<file path="config.mk">
export PLATFORM = sky130hd
export DESIGN_NAME = sensor_twi_slave
export DESIGN_NICKNAME = d
export VERILOG_FILES = /design/src/sensor_twi_pkg.sv /design/src/sensor_twi_slave.sv
export SDC_FILE = /design/constraint.sdc
export NUM_CORES = 1
export LEC_CHECK = 0
export ABC_AREA = 0
export BUFFER_PORTS_ARGS = -buffer_cell sky130_fd_sc_hd__buf_4
export CORE_MARGIN = 2
export CORE_UTILIZATION = 30
export CTS_CLUSTER_DIAMETER = 30
export DETAILED_ROUTE_END_ITERATION = 7
export REMOVE_ABC_BUFFERS = 1
export SYNTH_ARGS = -nofsm -noshare
export SYNTH_HDL_FRONTEND = slang
export SYNTH_SLANG_ARGS = --single-unit
</file>
<file path="constraint.sdc">
create_clock -name ref_clk_i -period 3.16 [get_ports ref_clk_i]
set_clock_uncertainty 0.05 [all_clocks]
set_input_delay 0.316 -clock ref_clk_i [delete_from_list [all_inputs] [get_ports ref_clk_i]]
set_output_delay 0.316 -clock ref_clk_i [all_outputs]
set_load 0.03 [all_outputs]
</file>
<file path="src/sensor_twi_pkg.sv">
// Constants and types shared by the sensor two-wire slave interface.
package sensor_twi_pkg;

    localparam int CLK_MHZ       = 200;
    localparam int SPIKE_FAST_NS = 50;
    localparam int SPIKE_HS_NS   = 10;
    localparam int SPIKE_FAST_CYC =
        (SPIKE_FAST_NS * CLK_MHZ / 1000 < 1) ? 1 :
        SPIKE_FAST_NS * CLK_MHZ / 1000;
    localparam int SPIKE_HS_CYC =
        (SPIKE_HS_NS * CLK_MHZ / 1000 < 1) ? 1 :
        SPIKE_HS_NS * CLK_MHZ / 1000;

    localparam logic [3:0] BYTE_DONE    = 4'h8;
    localparam logic [3:0] ACK_DONE     = 4'h9;
    localparam logic [1:0] BOOT_DONE    = 2'h3;
    localparam logic [1:0] PTR_RESET    = 2'h0;
    localparam logic [7:0] GCALL_WRITE  = 8'h00;
    localparam logic [7:0] ALERT_RESP   = 8'h19;
    localparam logic [7:0] GC_RELATCH   = 8'h04;
    localparam logic [7:0] GC_RESET     = 8'h06;
    localparam logic [4:0] HS_CODE_TOP  = 5'h01;
    localparam logic [3:0] BIN_ADDR_TOP = 4'h9;
    localparam logic [1:0] LVL_FLOAT    = 2'h2;

    typedef enum logic [2:0] {
        LS_IDLE  = 3'b000,
        LS_ADDR  = 3'b001,
        LS_PTR   = 3'b010,
        LS_WDATA = 3'b011,
        LS_RDATA = 3'b100,
        LS_GCMD  = 3'b101,
        LS_ARA   = 3'b110,
        LS_SKIP  = 3'b111
    } link_state_type;

endpackage

</file>
<file path="src/sensor_twi_slave.sv">
// Two-wire slave interface of the temperature sensor.
//
// Contract
// - First byte holds seven address bits then direction; low writes.
// - Own address is acknowledged by pulling data low in ninth pulse.
// - Each byte is eight pulses plus one acknowledge from the receiver.
// - Data changes only with clock low; high-clock changes are START/STOP.
// - Three-level straps map to one of 27 fixed seven-bit addresses.
// - Binary straps give the low three address bits, 1001000 to 1001111.
// - Straps are latched after reset, at START and on address acquire.
// - First byte of every write loads the register pointer.
// - Reads use the last written pointer, kept until the next write.
// - Register words move most significant byte first.
// - As receiver, acknowledge address, pointer and every data byte.
// - START or STOP at any byte boundary abandons the transfer.
// - Read sends high then low byte; master ends with NACK, START, STOP.
// - With interrupt style and alert active, answer alert response.
// - Returned address ends high above upper limit, low below lower.
// - Arbitrate the returned address; clear alert only when winning.
// - Acknowledge general call address with write bit; next byte commands.
// - Command 04 relatches straps; command 06 also resets registers.
// - Master code 00001xxx is not acknowledged but selects high-speed filters.
// - High-speed stays over repeated STARTs and ends at STOP.
// - Pointer bits one and zero select temperature, config, low, high.
// - Pointer powers up as 00, selecting the temperature register.
`timescale 1ns/100ps
module sensor_twi_slave
    import sensor_twi_pkg::*;
(
    input  wire logic        ref_clk_i,
    input  wire logic        rst_n_i,
    input  wire logic        scl_i,
    input  wire logic        sda_i,
    output logic             sda_o,
    output logic             sda_oe_n_o,
    input  wire logic [1:0]  addr_strap_bit_zero_i,
    input  wire logic [1:0]  addr_strap_bit_one_i,
    input  wire logic [1:0]  addr_strap_bit_two_i,
    input  wire logic        addr_mode_27_i,
    input  wire logic        thermostat_style_select_i,
    input  wire logic        alert_active_i,
    input  wire logic        alert_high_i,
    input  wire logic [15:0] rd_word_i,
    output logic [1:0]       register_select_bits_o,
    output logic [6:0]       slave_addr_o,
    output logic             wr_strobe_o,
    output logic [7:0]       wr_data_o,
    output logic             wr_msb_o,
    output logic             rd_strobe_o,
    output logic             alert_clear_o,
    output logic             soft_reset_o,
    output logic             hs_mode_o
);

    typedef struct packed {
        logic [6:0]     strap_s1;
        logic [6:0]     strap_s2;
        logic           scl_s1;
        logic           scl_s2;
        logic           sda_s1;
        logic           sda_s2;
        logic           scl_f;
        logic           sda_f;
        logic [3:0]     scl_cnt;
        logic [3:0]     sda_cnt;
        logic [1:0]     boot_cnt;
        link_state_type ls;
        logic [3:0]     bit_cnt;
        logic [7:0]     rx;
        logic [7:0]     tx;
        logic           mack_n;
        logic           byte_lsb;
        logic [6:0]     own_addr;
        logic [1:0]     ptr;
        logic           hs;
        logic           sda_oe_n;
        logic           sda_out;
        logic           wr_stb;
        logic [7:0]     wr_data;
        logic           wr_msb;
        logic           rd_stb;
        logic           alert_clr;
        logic           soft_rst;
    } state_type;

    state_type  st;
    state_type  next_st;
    logic       scl_rise;
    logic       scl_fall;
    logic       start_ev;
    logic       stop_ev;
    logic [3:0] lim;

    // -----------------------------------------------------------------
    // Strap decoding
    // -----------------------------------------------------------------
    function automatic logic [6:0] map_addr(input logic [6:0] s);
        logic [5:0] k;
        k[5:4] = s[5] ? LVL_FLOAT : {1'b0, s[4]};
        k[3:2] = s[3] ? LVL_FLOAT : {1'b0, s[2]};
        k[1:0] = s[1] ? LVL_FLOAT : {1'b0, s[0]};
        map_addr = {BIN_ADDR_TOP, s[4], s[2], s[0]};
        if (s[6]) begin
            case (k)
                6'h20:   map_addr = 7'h70;
                6'h22:   map_addr = 7'h71;
                6'h21:   map_addr = 7'h72;
                6'h24:   map_addr = 7'h73;
                6'h26:   map_addr = 7'h74;
                6'h25:   map_addr = 7'h75;
                6'h28:   map_addr = 7'h76;
                6'h29:   map_addr = 7'h77;
                6'h08:   map_addr = 7'h28;
                6'h09:   map_addr = 7'h29;
                6'h18:   map_addr = 7'h2a;
                6'h19:   map_addr = 7'h2b;
                6'h02:   map_addr = 7'h2c;
                6'h06:   map_addr = 7'h2d;
                6'h12:   map_addr = 7'h2e;
                6'h16:   map_addr = 7'h2f;
                6'h0a:   map_addr = 7'h35;
                6'h1a:   map_addr = 7'h36;
                6'h2a:   map_addr = 7'h37;
                default: map_addr = {BIN_ADDR_TOP, k[4], k[2], k[0]};
            endcase
        end
    endfunction

    // -----------------------------------------------------------------
    // Next state
    // -----------------------------------------------------------------
    always_comb begin
        next_st = st;
        next_st.wr_stb    = 1'b0;
        next_st.rd_stb    = 1'b0;
        next_st.alert_clr = 1'b0;
        next_st.soft_rst  = 1'b0;
        next_st.sda_out   = 1'b0;
        next_st.strap_s1  = {addr_mode_27_i, addr_strap_bit_two_i,
                             addr_strap_bit_one_i, addr_strap_bit_zero_i};
        next_st.strap_s2  = st.strap_s1;
        next_st.scl_s1    = scl_i;
        next_st.scl_s2    = st.scl_s1;
        next_st.sda_s1    = sda_i;
        next_st.sda_s2    = st.sda_s1;
        // Spike filter length follows the speed mode.
        lim = st.hs ? 4'(SPIKE_HS_CYC - 1) : 4'(SPIKE_FAST_CYC - 1);
        next_st.scl_cnt = 4'h0;
        next_st.sda_cnt = 4'h0;
        if (st.scl_s2 != st.scl_f) begin
            next_st.scl_cnt = st.scl_cnt + 4'h1;
            if (st.scl_cnt >= lim) begin
                next_st.scl_f   = st.scl_s2;
                next_st.scl_cnt = 4'h0;
            end
        end
        if (st.sda_s2 != st.sda_f) begin
            next_st.sda_cnt = st.sda_cnt + 4'h1;
            if (st.sda_cnt >= lim) begin
                next_st.sda_f   = st.sda_s2;
                next_st.sda_cnt = 4'h0;
            end
        end
        scl_rise = !st.scl_f && next_st.scl_f;
        scl_fall = st.scl_f && !next_st.scl_f;
        // Data edges with clock high are control events.
        start_ev = st.scl_f && next_st.scl_f && st.sda_f && !next_st.sda_f;
        stop_ev  = st.scl_f && next_st.scl_f && !st.sda_f && next_st.sda_f;
        // Latch straps once the synchroniser has settled.
        if (st.boot_cnt != BOOT_DONE) begin
            next_st.boot_cnt = st.boot_cnt + 2'h1;
            next_st.own_addr = map_addr(st.strap_s2);
        end
        if (start_ev) begin
            // Start, also repeated, restarts the transfer.
            next_st.ls       = LS_ADDR;
            next_st.bit_cnt  = 4'h0;
            next_st.sda_oe_n = 1'b1;
            next_st.own_addr = map_addr(st.strap_s2);
        end else if (stop_ev) begin
            // Stop ends the transfer; back to fast mode.
            next_st.ls       = LS_IDLE;
            next_st.sda_oe_n = 1'b1;
            next_st.hs       = 1'b0;
        end else if (st.ls != LS_IDLE) begin
            if (scl_rise) begin
                if (st.bit_cnt < BYTE_DONE) begin
                    next_st.rx = {st.rx[6:0], next_st.sda_f};
                end else begin
                    next_st.mack_n = next_st.sda_f;
                end
                // Lost arbitration while sending a released one.
                if (st.ls == LS_ARA && st.bit_cnt < BYTE_DONE &&
                    st.tx[7] && !next_st.sda_f) begin
                    next_st.ls       = LS_SKIP;
                    next_st.sda_oe_n = 1'b1;
                end
                next_st.bit_cnt = st.bit_cnt + 4'h1;
            end
            if (scl_fall) begin
                if (st.bit_cnt == BYTE_DONE) begin
                    next_st.sda_oe_n = 1'b1;
                    case (st.ls)
                        LS_ADDR: begin
                            next_st.byte_lsb = 1'b0;
                            next_st.ls       = LS_SKIP;
                            if (st.rx[7:1] == st.own_addr) begin
                                next_st.sda_oe_n = 1'b0;
                                next_st.ls = st.rx[0] ? LS_RDATA : LS_PTR;
                            end else if (st.rx == GCALL_WRITE) begin
                                next_st.sda_oe_n = 1'b0;
                                next_st.ls       = LS_GCMD;
                            end else if (st.rx == ALERT_RESP &&
                                         thermostat_style_select_i &&
                                         alert_active_i) begin
                                next_st.sda_oe_n = 1'b0;
                                next_st.ls       = LS_ARA;
                            end else if (st.rx[7:3] == HS_CODE_TOP) begin
                                next_st.hs = 1'b1;
                            end
                        end
                        LS_PTR: begin
                            next_st.ptr      = st.rx[1:0];
                            next_st.sda_oe_n = 1'b0;
                            next_st.ls       = LS_WDATA;
                        end
                        LS_WDATA: begin
                            next_st.sda_oe_n = 1'b0;
                            next_st.wr_stb   = 1'b1;
                            next_st.wr_data  = st.rx;
                            next_st.wr_msb   = !st.byte_lsb;
                            next_st.byte_lsb = !st.byte_lsb;
                        end
                        LS_GCMD: begin
                            next_st.ls = LS_SKIP;
                            if (st.rx == GC_RELATCH || st.rx == GC_RESET) begin
                                next_st.sda_oe_n = 1'b0;
                                next_st.own_addr = map_addr(st.strap_s2);
                            end
                            if (st.rx == GC_RESET) begin
                                next_st.soft_rst = 1'b1;
                                next_st.ptr      = PTR_RESET;
                            end
                        end
                        LS_ARA: begin
                            next_st.alert_clr = st.byte_lsb;
                        end
                        default: begin
                            next_st.sda_oe_n = 1'b1;
                        end
                    endcase
                end else if (st.bit_cnt == ACK_DONE) begin
                    // Ninth pulse over, next byte begins.
                    next_st.bit_cnt  = 4'h0;
                    next_st.sda_oe_n = 1'b1;
                    if (st.ls == LS_RDATA) begin
                        if (!st.sda_oe_n || !st.mack_n) begin
                            next_st.tx = st.byte_lsb ? rd_word_i[7:0]
                                                     : rd_word_i[15:8];
                            next_st.rd_stb   = !st.byte_lsb;
                            next_st.byte_lsb = !st.byte_lsb;
                            next_st.sda_oe_n = next_st.tx[7];
                        end else begin
                            next_st.ls = LS_SKIP;
                        end
                    end else if (st.ls == LS_ARA) begin
                        if (st.byte_lsb) begin
                            next_st.ls = LS_SKIP;
                        end else begin
                            // Own address with limit side bit.
                            next_st.tx       = {st.own_addr, alert_high_i};
                            next_st.byte_lsb = 1'b1;
                            next_st.sda_oe_n = next_st.tx[7];
                        end
                    end
                end else if ((st.ls == LS_RDATA || st.ls == LS_ARA) &&
                             st.bit_cnt != 4'h0) begin
                    next_st.tx       = {st.tx[6:0], 1'b0};
                    next_st.sda_oe_n = st.tx[6];
                end
            end
        end
    end

    // -----------------------------------------------------------------
    // State register
    // -----------------------------------------------------------------
    always_ff @(posedge ref_clk_i or negedge rst_n_i) begin
        if (!rst_n_i) begin
            // Pointer and control state cleared; filters, mack_n and sda_oe_n idle high.
            st          <= '0;
            st.scl_s1   <= 1'b1;
            st.scl_s2   <= 1'b1;
            st.sda_s1   <= 1'b1;
            st.sda_s2   <= 1'b1;
            st.scl_f    <= 1'b1;
            st.sda_f    <= 1'b1;
            st.mack_n   <= 1'b1;
            st.sda_oe_n <= 1'b1;
        end else begin
            st <= next_st;
        end
    end

    assign sda_o                  = st.sda_out;
    assign sda_oe_n_o             = st.sda_oe_n;
    assign register_select_bits_o = st.ptr;
    assign slave_addr_o           = st.own_addr;
    assign wr_strobe_o            = st.wr_stb;
    assign wr_data_o              = st.wr_data;
    assign wr_msb_o               = st.wr_msb;
    assign rd_strobe_o            = st.rd_stb;
    assign alert_clear_o          = st.alert_clr;
    assign soft_reset_o           = st.soft_rst;
    assign hs_mode_o              = st.hs;
endmodule

</file>
==> flow_metrics.env <==
export IMPL_hp_start="addr_strap_bit_two_i[1]"
export IMPL_place_hpwl_um=6510
export IMPL_drt_iter0_drc=128
export IMPL_setup_violations_final=0
export IMPL_vias_per_cell=4.85
export IMPL_antenna_diode_count=0
export IMPL_routed_wl_um=9110
export IMPL_cts_tree="built"
export IMPL_power_density_mw_per_mm2=621
export IMPL_fp_dieH_um=122
export IMPL_synth_edf_count=0
export IMPL_final_common_cell="dfrtp_1"
export IMPL_fin_hold_ws_ns=0.0308
export IMPL_grt_pass1_wl_um=15300
export IMPL_start_kind="flop"
export IMPL_die_w_um=122
export IMPL_max_stage_delay_ns=0.54
export IMPL_synth_area_mm2=0.00415
export IMPL_crit_type="flop to flop"
export IMPL_path_clk_slew_ns=0.06
export IMPL_ctsLongestPathBuffers=2
export IMPL_hp_class="input port to flop"
export IMPL_avgRoutedWirePerCell_um=15.0
export IMPL_syn_inst=391
export IMPL_cts_buffers=9
export IMPL_fin_tns_setup_ns=0
export IMPL_worst_pin_slew_ns=1.01
export IMPL_peakVddDrop_mv=0.510
export IMPL_cts_hold_fix_buffers=0
export IMPL_fin_crit_sh=0.867
export IMPL_clock_sinks=79
export IMPL_via_count=2945
export IMPL_path_cells="ha_1 > or4b_4 > o21ai_2 > mux2_2 > a211o_1 > o21bai_1 > mux2_2"
export IMPL_start_util=0.311
export IMPL_num_rows=42
export IMPL_overflow=0
export IMPL_drc=0
export IMPL_cp_startpoint="hs_mode_o"
export IMPL_async_flop_share=1.00
export IMPL_drive_above_1_share=0.281
export IMPL_ant_nets=0
export IMPL_synth_cell_type_count=66
export IMPL_final_cell_mix="71 x dfrtp_1, 56 x buf_4, 45 x nor2_1"
export IMPL_cts_setup_buffers=0
export IMPL_grt_pass1_vias=3038
export IMPL_slowest_stage="or4b_4"
export IMPL_synth_area_leader_cell="dfrtp_1"
export IMPL_yosys_top_cells_area="dfrtp_1 43%, mux2_2 6.5%, dfstp_2 5.1%, nor2_1 4.1%, ha_1 3.6%"
export IMPL_cp_common_cell="mux2_2"
export IMPL_synth_ff_type="dfrtp_1"
export IMPL_ys_ff_latch=79
export IMPL_grt_max_degree=80
export IMPL_area_growth_pct=17.4
export IMPL_fin_crit_ns=2.74
export IMPL_dp_cells=592
export IMPL_cp_top_family="multiplexers"
export IMPL_post_cts_resize_count=0
export IMPL_clock_fmax_mhz=365
export IMPL_dr_pass1_iters=4
export IMPL_core_area_mm2=0.0133
export IMPL_io_buffers=53
export IMPL_drv_cap=0
export IMPL_max_slew_margin=0.328
export IMPL_hold_viol=0
export IMPL_rrSetupSlack_ns=0.42
export IMPL_end_kind="flop"
export IMPL_ys_seq_area_frac=0.479
export IMPL_fill_cells=1369
export IMPL_io_pins=55
export IMPL_yosysWarnings=0
export IMPL_nNetsFinal=469
export IMPL_rsz0062_at_grt="false"
export IMPL_status="completed"
export IMPL_syn_area_per_cell_um2=10.6
export IMPL_root_buffer="clkbuf_16"
export IMPL_r2r_start="hs_mode_o"
export IMPL_grt_usage=0.132
export IMPL_instances_no_fill=607
export IMPL_worstPathRequired_ns=3.33
export IMPL_p_leak_uw=0.00212
export IMPL_insertion_delay_ns=0.34
export IMPL_htree_num_levels=3
export IMPL_gp_congestion=0.848
export IMPL_antenna_found_initial=0
export IMPL_cp_max_fo=6
export IMPL_cp_arrival_ns=2.91
export IMPL_slew_violations=0
export IMPL_yosysTopAreaCellShare=0.428
export IMPL_dieArea_mm2=0.0148
export IMPL_path_buf_inv=0
-- layer usage --
layer / part of all wire / track usage
met4: 0.011 / 0.0302
met3: 0.035 / 0.0356
met1: 0.47 / 0.175
met2: 0.48 / 0.217
met5: 0 / 0
-- report_power, final --
group	switching, uW	internal, uW
Combinational	404	324
Sequential	182	1130
Clock	410	573
-- area by class of cell --
cell class | count | area (um^2) | area share
clock inverters | 4 | 30.0 | 0.00617
multi-input cells | 266 | 1900 | 0.391
well taps | 176 | 220 | 0.0452
repair buffers | 56 | 420 | 0.0863
clock buffers | 11 | 253 | 0.0519
inverters | 15 | 56.3 | 0.0116
flip-flops and latches | 79 | 1990 | 0.408
-- registers in the layout, summed over array words and instances, names as in the netlist --
| signal | count |
|---|---|
| st | 46 |
| next_st | 9 |
| wr_data_o | 8 |
| slave_addr_o | 7 |
| register_select_bits_o | 2 |
| alert_clear_o | 1 |
| hs_mode_o | 1 |
| rd_strobe_o | 1 |
| sda_oe_n_o | 1 |
| soft_reset_o | 1 |
| wr_msb_o | 1 |
| wr_strobe_o | 1 |
-- cells by family (layout without fill, tap and decap cells) --
family / after synthesis / count (layout) / share of synthesized area
other: 1 / 1 / 0.000904
buffers and inverters: 46 / 86 / 0.0621
DFF: 79 / 79 / 0.479
and+or+nand+nor: 128 / 128 / 0.171
muxes: 35 / 35 / 0.0917
adders and majority gates: 13 / 13 / 0.0386
xor gates and xnor gates: 15 / 15 / 0.0317
AOI/OAI and AO/OA: 74 / 74 / 0.125
-- per-stage QoR --
step                utilization  cell area, um^2  power, uW  setup slack (ns)
floorplan                     -             3950       1790             0.419
global placement          0.344             4590       2040             0.474
finish                    0.365             4870       3020             0.420
global route              0.365             4870       3210             0.301
detailed placement        0.344             4590       2060             0.413
CTS                       0.365             4870       3060             0.411
-- cells in the mapped netlist (2+ instances only) --
master and count:
and3_1 2, clkbuf_1 6, o21ai_2 2, a21oi_1 24, xor2_1 10, nor3b_1 3
nand2_1 23, mux2i_1 11, ha_1 12, nand2b_1 4, dfstp_2 8, a211oi_1 9
buf_4 19, buf_2 4, o21ai_0 10, or3_1 4, nor3_1 7, o21a_1 2
xnor2_1 5, o31ai_1 2, nand4_1 3, and3b_1 2, nand3_1 6, mux2_2 24
inv_1 15, a31o_2 2, nor4_1 5, nor2_1 45, o32a_1 3, nor2b_1 6
nor4b_1 4, o21bai_1 2, a31oi_1 4, dfrtp_1 71
-- worst paths after layout --
| kind | end | cells after the start |
|---|---|---|
| setup / recovery | st[43] | 7 |
| hold / removal | next_st[71] | 1 |
| setup reg to reg | st[43] | 7 |
| hold reg to reg | st[69] | 0 |
| max in group asynchronous | next_st[70] | 1 |
| min in group asynchronous | st[44] | 1 |
Note: power is estimated with default switching activity, not from simulation.
